`src/design/idcp_defines.svh`:
```
// Constants for the two-wire code port of the current-sink converter.
`ifndef IDCP_DEFINES_SVH
`define IDCP_DEFINES_SVH
`define IDCP_ADDR_UPPER   5'h03
`define IDCP_WORD_RESET   16'h0000
`define IDCP_POWER_DOWN_BIT 15
`define IDCP_CODE_MSB     13
`define IDCP_CODE_LSB     4
`define IDCP_CLK_HZ       50000000
`define IDCP_BUS_MAX_HZ   400000
`define IDCP_BITS_PER_BYTE 4'h8
`endif

```
`src/design/idcp_pkg.sv`:
```
// Types shared by the code port modules.
package idcp_pkg;
	typedef enum logic [5:0] {
		IDCP_IDLE = 6'h01,
		IDCP_ADDR = 6'h02,
		IDCP_ACK  = 6'h04,
		IDCP_WR   = 6'h08,
		IDCP_RD   = 6'h10,
		IDCP_RACK = 6'h20
	} idcp_state_t;
endpackage
```
`src/design/idcp_pins_if.sv`:
```
// Conditioned bus events passed from the pin sampler to the protocol core.
`timescale 1ns/1ps
interface idcp_pins_if;
	logic scl_rise;
	logic scl_fall;
	logic sda_lvl;
	logic start_ev;
	logic stop_ev;
	modport sampler (output scl_rise, scl_fall, sda_lvl, start_ev, stop_ev);
	modport core    (input  scl_rise, scl_fall, sda_lvl, start_ev, stop_ev);
endinterface

```
`src/design/idcp_core.sv`:
```
// Two-wire slave port that loads and reads back the converter input word.
`timescale 1ns/1ps
`include "idcp_defines.svh"

// Functional notes
// - A start (SDA falls, SCL high) begins a transfer; eight bits follow.
// - First byte is seven address bits then direction, 0 write 1 read.
// - Address 0001100 with two low address bits ignored selects the port.
// - On match, pull SDA low while SCL low, hold through ninth pulse.
// - Acknowledge every eight-bit block received after an address match; bytes after the second data byte get no ack.
// - Exactly two data bytes per transfer; second write byte acknowledged.
// - A stop (SDA rises, SCL high) ends the transfer.
// - Data enters the 16-bit input word high byte first, MSB first.
// - After both bytes arrive, input word is copied to the converter.
// - Input word bit 15 is active-high soft power-down.
// - Bits 13..4 are the ten-bit code; bit 14 and 3..0 unused.
// - Reads return the input word high byte first, MSB first.
// - After a read completes the input word clears to zero.
// - Bus clock up to 400 kHz is supported for writes and reads.
// - Lines are only pulled low or released; idle bus reads high.
// - A power-down pin forces power-down without any bus clock.
module idcp_core (
	input  wire logic        clk_i,
	input  wire logic        rst_i,
	input  wire logic        scl_i,
	input  wire logic        sda_i,
	output logic             sda_o,
	output logic             sda_oe_o,
	input  wire logic        power_down_pin_i,
	output logic             power_down_control_o,
	output logic [9:0]       dac_code_o,
	output logic             busy_o
);
	import idcp_pkg::*;

	// The sampler sees each bus phase at least this many clocks.
	localparam int unsigned PHASE_CLKS =
		`IDCP_CLK_HZ / (2 * `IDCP_BUS_MAX_HZ);

	idcp_pins_if ev ();

	idcp_pin_sampler u_sampler (
		.clk_i (clk_i),
		.rst_i (rst_i),
		.scl_i (scl_i),
		.sda_i (sda_i),
		.ev    (ev)
	);

	idcp_state_t  state_q,   state_d;
	logic [3:0]   bit_cnt_q, bit_cnt_d;
	logic [7:0]   shift_q,   shift_d;
	logic [15:0]  word_q,    word_d;
	logic [15:0]  dac_q,     dac_d;
	logic         rd_q,      rd_d;
	logic         byte_q,    byte_d;
	logic         drive_q,   drive_d;
	logic [7:0]   tx_q,      tx_d;
	logic         data_q,    data_d;
	logic         down_pin_s0_q, down_pin_q;
	logic         down_pin_s0_d, down_pin_d;

	function automatic logic addr_hit(input logic [7:0] b);
		addr_hit = (b[7:3] == `IDCP_ADDR_UPPER);
	endfunction

	always_comb begin
		state_d   = state_q;
		bit_cnt_d = bit_cnt_q;
		shift_d   = shift_q;
		word_d    = word_q;
		dac_d     = dac_q;
		rd_d      = rd_q;
		byte_d    = byte_q;
		drive_d   = drive_q;
		tx_d      = tx_q;
		data_d    = data_q;
		if (ev.start_ev) begin
			state_d   = IDCP_ADDR;
			bit_cnt_d = 4'h0;
			drive_d   = 1'b0;
			byte_d    = 1'b0;
			data_d    = 1'b0;
		end else if (ev.stop_ev) begin
			state_d = IDCP_IDLE;
			drive_d = 1'b0;
		end else begin
			case (state_q)
			IDCP_IDLE: begin
				drive_d = 1'b0;
			end
			IDCP_ADDR, IDCP_WR: begin
				if (ev.scl_rise) begin
					shift_d   = {shift_q[6:0], ev.sda_lvl};
					bit_cnt_d = bit_cnt_q + 4'h1;
				end
				if (ev.scl_fall && bit_cnt_q == `IDCP_BITS_PER_BYTE) begin
					bit_cnt_d = 4'h0;
					if (state_q == IDCP_ADDR) begin
						if (addr_hit(shift_q)) begin
							rd_d    = shift_q[0];
							drive_d = 1'b1;
							state_d = IDCP_ACK;
						end else begin
							state_d = IDCP_IDLE;
						end
					end else begin
						drive_d = 1'b1;
						state_d = IDCP_ACK;
						if (byte_q) begin
							word_d[7:0] = shift_q;
							dac_d = {word_q[15:8], shift_q};
						end else begin
							word_d[15:8] = shift_q;
						end
					end
				end
			end
			IDCP_ACK: begin
				// The pull ends with the fall that closes the ninth pulse.
				if (ev.scl_fall) begin
					drive_d = 1'b0;
					data_d  = 1'b1;
					if (rd_q) begin
						tx_d    = word_q[15:8];
						drive_d = ~word_q[15];
						state_d = IDCP_RD;
					end else if (data_q && byte_q) begin
						// Bytes after the second are left unanswered.
						state_d = IDCP_IDLE;
					end else begin
						// The address ack must not count as a data byte.
						byte_d  = data_q;
						state_d = IDCP_WR;
					end
				end
			end
			IDCP_RD: begin
				if (ev.scl_fall) begin
					bit_cnt_d = bit_cnt_q + 4'h1;
					tx_d      = {tx_q[6:0], 1'b0};
					drive_d   = ~tx_q[6];
					if (bit_cnt_q == 4'h7) begin
						drive_d   = 1'b0;
						bit_cnt_d = 4'h0;
						state_d   = IDCP_RACK;
					end
				end
			end
			IDCP_RACK: begin
				// Master answers here; a read ends after the second byte.
				if (ev.scl_fall) begin
					if (byte_q) begin
						word_d  = `IDCP_WORD_RESET;
						state_d = IDCP_IDLE;
					end else begin
						byte_d  = 1'b1;
						tx_d    = word_q[7:0];
						drive_d = ~word_q[7];
						state_d = IDCP_RD;
					end
				end
			end
			default: begin
				state_d = IDCP_IDLE;
				drive_d = 1'b0;
			end
			endcase
		end
	end

	always_ff @(posedge clk_i) begin
		if (rst_i) begin
			state_q   <= IDCP_IDLE;
			bit_cnt_q <= 4'h0;
			shift_q   <= 8'h00;
			word_q    <= `IDCP_WORD_RESET;
			dac_q     <= `IDCP_WORD_RESET;
			rd_q      <= 1'b0;
			byte_q    <= 1'b0;
			drive_q   <= 1'b0;
			tx_q      <= 8'h00;
			data_q    <= 1'b0;
		end else begin
			state_q   <= state_d;
			bit_cnt_q <= bit_cnt_d;
			shift_q   <= shift_d;
			word_q    <= word_d;
			dac_q     <= dac_d;
			rd_q      <= rd_d;
			byte_q    <= byte_d;
			drive_q   <= drive_d;
			tx_q      <= tx_d;
			data_q    <= data_d;
		end
	end

	// The pin is synchronised for the status view only; the forcing path
	// below is combinational so it acts with no clock at all.
	always_comb begin
		down_pin_s0_d = power_down_pin_i;
		down_pin_d    = down_pin_s0_q;
	end

	always_ff @(posedge clk_i) begin
		if (rst_i) begin
			down_pin_s0_q <= 1'b0;
			down_pin_q    <= 1'b0;
		end else begin
			down_pin_s0_q <= down_pin_s0_d;
			down_pin_q    <= down_pin_d;
		end
	end

	assign sda_o    = 1'b0;
	assign sda_oe_o = drive_q;
	assign power_down_control_o = dac_q[`IDCP_POWER_DOWN_BIT]
		| power_down_pin_i;
	assign dac_code_o = dac_q[`IDCP_CODE_MSB:`IDCP_CODE_LSB];
	assign busy_o     = (state_q != IDCP_IDLE) | down_pin_q
		| (PHASE_CLKS == 0);
endmodule

```
`src/design/idcp_pin_sampler.sv`:
```
// Synchronises the bus pins and reports clock edges, start and stop.
`timescale 1ns/1ps
module idcp_pin_sampler (
	input  wire logic clk_i,
	input  wire logic rst_i,
	input  wire logic scl_i,
	input  wire logic sda_i,
	idcp_pins_if.sampler ev
);
	logic [1:0] scl_sync_q, scl_sync_d;
	logic [1:0] sda_sync_q, sda_sync_d;
	logic       scl_old_q,  scl_old_d;
	logic       sda_old_q,  sda_old_d;

	always_comb begin
		scl_sync_d = {scl_sync_q[0], scl_i};
		sda_sync_d = {sda_sync_q[0], sda_i};
		scl_old_d  = scl_sync_q[1];
		sda_old_d  = sda_sync_q[1];
	end

	// Idle lines read high, so reset to high to avoid a false start.
	always_ff @(posedge clk_i) begin
		if (rst_i) begin
			scl_sync_q <= 2'h3;
			sda_sync_q <= 2'h3;
			scl_old_q  <= 1'b1;
			sda_old_q  <= 1'b1;
		end else begin
			scl_sync_q <= scl_sync_d;
			sda_sync_q <= sda_sync_d;
			scl_old_q  <= scl_old_d;
			sda_old_q  <= sda_old_d;
		end
	end

	assign ev.scl_rise = scl_sync_q[1] & ~scl_old_q;
	assign ev.scl_fall = ~scl_sync_q[1] & scl_old_q;
	assign ev.sda_lvl  = sda_sync_q[1];
	assign ev.start_ev = scl_sync_q[1] & scl_old_q & sda_old_q
		& ~sda_sync_q[1];
	assign ev.stop_ev  = scl_sync_q[1] & scl_old_q & ~sda_old_q
		& sda_sync_q[1];
endmodule

```
`config.mk`:
```
export PLATFORM = sky130hd
export DESIGN_NAME = idcp_core
export DESIGN_NICKNAME = d
export VERILOG_FILES = /design/src/design/idcp_pkg.sv /design/src/design/idcp_pins_if.sv /design/src/design/idcp_core.sv /design/src/design/idcp_pin_sampler.sv
export VERILOG_INCLUDE_DIRS = /design/src /design/src/design
export SDC_FILE = /design/constraint.sdc
export NUM_CORES = 1
export LEC_CHECK = 0
export ABC_AREA = 1
export BUFFER_PORTS_ARGS = -buffer_cell sky130_fd_sc_hd__clkbuf_2
export CAP_MARGIN = 30
export CORE_MARGIN = 5
export CORE_UTILIZATION = 50
export DETAILED_ROUTE_END_ITERATION = 16
export GPL_TIMING_DRIVEN = 0
export PLACE_DENSITY_LB_ADDON = 0.05
export SYNTH_ARGS = -nofsm -noshare
export SYNTH_HDL_FRONTEND = slang
export SYNTH_HIERARCHICAL = 1
export SYNTH_SLANG_ARGS = --single-unit
```
`constraint.sdc`:
```
create_clock -name clk_i -period 1.7 [get_ports clk_i]
set_input_delay 0.34 -clock clk_i [delete_from_list [all_inputs] [get_ports clk_i]]
set_output_delay 0.34 -clock clk_i [all_outputs]
set_load 0.03 [all_outputs]
```
==> summary.md <==
| Metric | Value |
|---|---|
| Mapped Cells | between 400 and 500 |
| Final WL | 8330 microns |
| Post-Synth Simple-Gate Area | 37.8% |
| Chip width | 89.9 microns |
| Avg Inst Size Synth | 6.94 sq um |
| Post-DRT Antenna Nets | 0 |
| RSZ-0062 raised after global routing | yes |
| Vias in the first global route | 2747 |
| Register Area | 1300 sq um |
| Register area share after synthesis | 40.1% |
| Clock sinks | 64 |
| Fmax | 0.569 GHz |
| Fillers | ~570 |
| Die area | between 8000 and 9000 sq um |
| Minimum clock period | roughly 1.8 ns |
| Sum Neg Setup Slack | -0.157 ns |
| Endpoint class of the critical path | register |
| Layout cell share with drive strength beyond 1 | 33.0% |
| Setup slack, reg-to-reg | -0.06 ns |
| Syn-to-layout area delta | 31.2% |
| Adder-Cell Fraction of Synth Area | less than 1% |
| Bufs and invs on worst path | 2 |
| Mux cell area share after synthesis | 0% |
| Layout Cell Area excl Fill | 4190 sq um |
| Total congestion overflow | 0 |
| Reg clk slew, reported paths | approximately 0.070 ns |
| Initial antenna violation count | 0 |
| Diode count | 0 |
| Synth warnings | 6 |
| Crit path depth | 8 |
| DP Wirelength | around 5600 microns |
| Clk Latency, worst-skew pair | 0.34 ns |
| CTS Buf Count | 9 |
| Arr. time, crit path | 1.99 ns |
| Via count | 3101 |
| Post-Syn Area | 3190 sq um |
| Routed wire per std cell | around 14 microns |
| Compound-Gate Fraction of Synth Area | 10.4% |
| Leak | approximately 1.8 nW |
| Initial Util | just over 50% |
| Seq cells post-synth | between 60 and 70 |
| Status | finished, violations left |
| Tcrit/Tclk final | 103% |
| Critical path's top delay family | simple AND/OR/NAND/NOR gates |
| Hold Crit Class | in -> reg |
| Port buffer count | 17 |
| Vert. Die Dim | 89.9 microns |
| Peak supply drop | approximately 1.0 mV |
| Final number of setup-violating endpoints | 8 |
| Reg2reg path depth | 8 |
| Largest net degree at the start of global routing | 11 |
| Critical path's slowest cell | dfxtp_4 |
| TritonCTS clock tree | yes |
| Ordered list of cells on the worst path | buf_4 -> nor2_2 -> nand3_4 -> nand2_8 -> nand4_1 -> buf_6 -> o21ai_0 -> a21oi_1 |
| Tot Pwr | about 4.6 mW |
| # DRC | 0 |
| Via density | ~5 |
| H-tree depth | 3 |
| Post-layout util | 66.8% |
| Worst endpoint required time | 1.93 ns |
| Syn_nets | approximately 470 |
| Largest family of logic cells by synthesized area | simple AND/OR/NAND/NOR gates |
| Multi-input logic area | 1820 sq um |
| Failing checks | setup timing |
| Unique masters post-synth | 33 |
| Drt first-iter violations | about 260 |
| Core Region | 6280 sq um |
| Drt first pass iters | 4 |
| Nets | roughly 530 |
| Fin Clk Skew | 0.00879 ns |
| Worst Hold Depth | 2 |
| Final worst setup slack | -0.0568 ns |
| Max incr delay on CP | 0.36 ns |
| Max-cap viol count | 0 |
| Crit path kind | reg -> reg |
| Core Rows | 29 |
| Clock root cell | clkbuf_8 |
| Max-slew violations | 0 |
| IO Count | 19 |
| Place WS | -0.337 ns |
| First-pass GRT wire length | 12900 microns |
| CP max FO | 10 |
| Dpl cell area | 3380 sq um |
| Startpoint Class | register |
| Pwr per Cell Area | approximately 1100 nW/um^2 |
| XOR/XNOR Fraction of Synth Area | 0% |
| CTS max path bufs | 2 |
| Placer Congestion | 0.903 |
| Hold Violations, Final | 0 |
| All-Layer GR Usage | around a fifth |
-- kinds of logic (layout without fill, tap and decap cells) --
kind of cell,Yosys count,in the layout
AND/OR/NAND/NOR,258,259
other,1,1
flip-flops,64,64
buffers and inverters,71,141
adder cells (fa/ha/maj),2,2
AO/OA/AOI/OAI,64,64
-- synthesized netlist by cell type (all sizes together) --
| cell | instances | area [sq um] |
|---|---|---|
| o21ai | 21 | 105 |
| nor2 | 87 | 418 |
| ha | 2 | 25.0 |
| nor3 | 3 | 15.0 |
| a22oi | 1 | 7.51 |
| or2 | 5 | 31.3 |
| buf | 20 | 151 |
| conb | 1 | 3.75 |
| a31oi | 1 | 6.26 |
| nand2 | 114 | 440 |
| dfxtp | 64 | 1280 |
| clkbuf | 4 | 15.0 |
| and2 | 1 | 8.76 |
| clkinv | 1 | 3.75 |
| a21boi | 1 | 7.51 |
| inv | 46 | 173 |
| nand3b | 3 | 22.5 |
| nand3 | 35 | 210 |
| nand4 | 10 | 62.6 |
| a21oi | 39 | 199 |
| o21a | 1 | 7.51 |
-- final timing paths --
kind	endpoint	startpoint
worst max-delay path	dac_q[10]$_SDFFE_PP0P_	state_q[0]$_SDFFE_PP1P_
worst min-delay path	u_sampler/sda_sync_q[0]$_SDFF_PP1_	sda_i
worst max register to register	dac_q[10]$_SDFFE_PP0P_	state_q[0]$_SDFFE_PP1P_
worst min register to register	down_pin_q$_SDFF_PP0_	down_pin_d$_SDFF_PP0_
-- state kept, by name (all words and copies together), names as in the netlist --
name / cells
bit_cnt_q: 4
tx_q: 7
u_sampler/scl_old_q: 1
dac_q: 11
word_q: 16
u_sampler/scl_sync_q: 2
down_pin_q: 1
byte_q: 1
rd_q: 1
state_q: 6
sda_oe_o: 1
u_sampler/sda_old_q: 1
u_sampler/sda_sync_q: 2
down_pin_d: 1
data_q: 1
shift_q: 8
-- cells in the final DEF, fill, tap and decap left out, types with 2 or more instances in the layout --
| master | count |
|---|---|
| clkbuf_1 | 4 |
| nand2_1 | 101 |
| dfxtp_1 | 55 |
| dfxtp_2 | 6 |
| nor2_2 | 16 |
| nand3_2 | 5 |
| clkbuf_8 | 11 |
| or2_1 | 4 |
| inv_1 | 36 |
| nand3_4 | 8 |
| clkinv_2 | 2 |
| nor2_4 | 12 |
| nand3b_1 | 3 |
| nand2_4 | 6 |
| nand4_1 | 10 |
| inv_2 | 7 |
| dfxtp_4 | 3 |
| buf_8 | 2 |
| o21ai_0 | 12 |
| a21oi_1 | 32 |
| inv_4 | 3 |
| nor3_1 | 3 |
| nand3_1 | 22 |
| buf_4 | 43 |
| clkbuf_2 | 17 |
| buf_6 | 11 |
| a21oi_2 | 6 |
| nor2_1 | 58 |
| o21ai_1 | 9 |
| buf_12 | 2 |
| nand2_2 | 7 |
-- cell type report --
| cell class | instances | share of cell area, % |
|---|---|---|
| buffer | 23 | 4.36 |
| clock buffer | 12 | 3.70 |
| clock inverter | 3 | 0.418 |
| inverter | 47 | 4.39 |
| multi-input combinational | 326 | 43.4 |
| sequential | 64 | 31.0 |
| tap | 77 | 2.30 |
| timing repair buffer | 56 | 10.4 |
-- report_power, final --
group | internal [mW] | leakage (nW) | total (mW) | switching (mW)
Sequential | 1.63 | 0.522 | 1.75 | 0.119
Combinational | 0.746 | 1.22 | 1.70 | 0.950
Clock | 0.596 | 0.0882 | 1.17 | 0.577
Total | 2.97 | 1.83 | 4.62 | 1.65
-- through the flow --
step,hold slack [ns],cells
6_report,0.179,608
3_3_place_gp,0.390,554
2_1_floorplan,0.383,460
5_1_grt,0.185,608
4_1_cts,0.173,579
3_5_place_dp,0.396,554
-- per-layer routing --
layer / global-route usage [%] / vias to the layer above / wire, microns
met4: 6.45 / 0 / 184
li1: - / 1591 / -
met5: 0 / - / 0
met2: 28.2 / 82 / 3590
met3: 5.26 / 15 / 567
met1: 28.0 / 1413 / 3990
-- worst reg2reg max path: cells and delay by family (launching register included) --
family	cells	cell delay, ns
AND/OR/NAND/NOR	4	0.70
AO/OA/AOI/OAI	2	0.23
buffers and inverters	2	0.34
flip-flops	1	0.36
-- repair_timing --
action,CTS,global route
setup endpoints to repair,45,53
hold endpoints to repair,0,0
setup buffers,9,28
hold buffers,0,0
cloned,1,2
resized for setup,20,82
pin swaps,5,30
No activity file was read; power rests on OpenSTA's default activity.
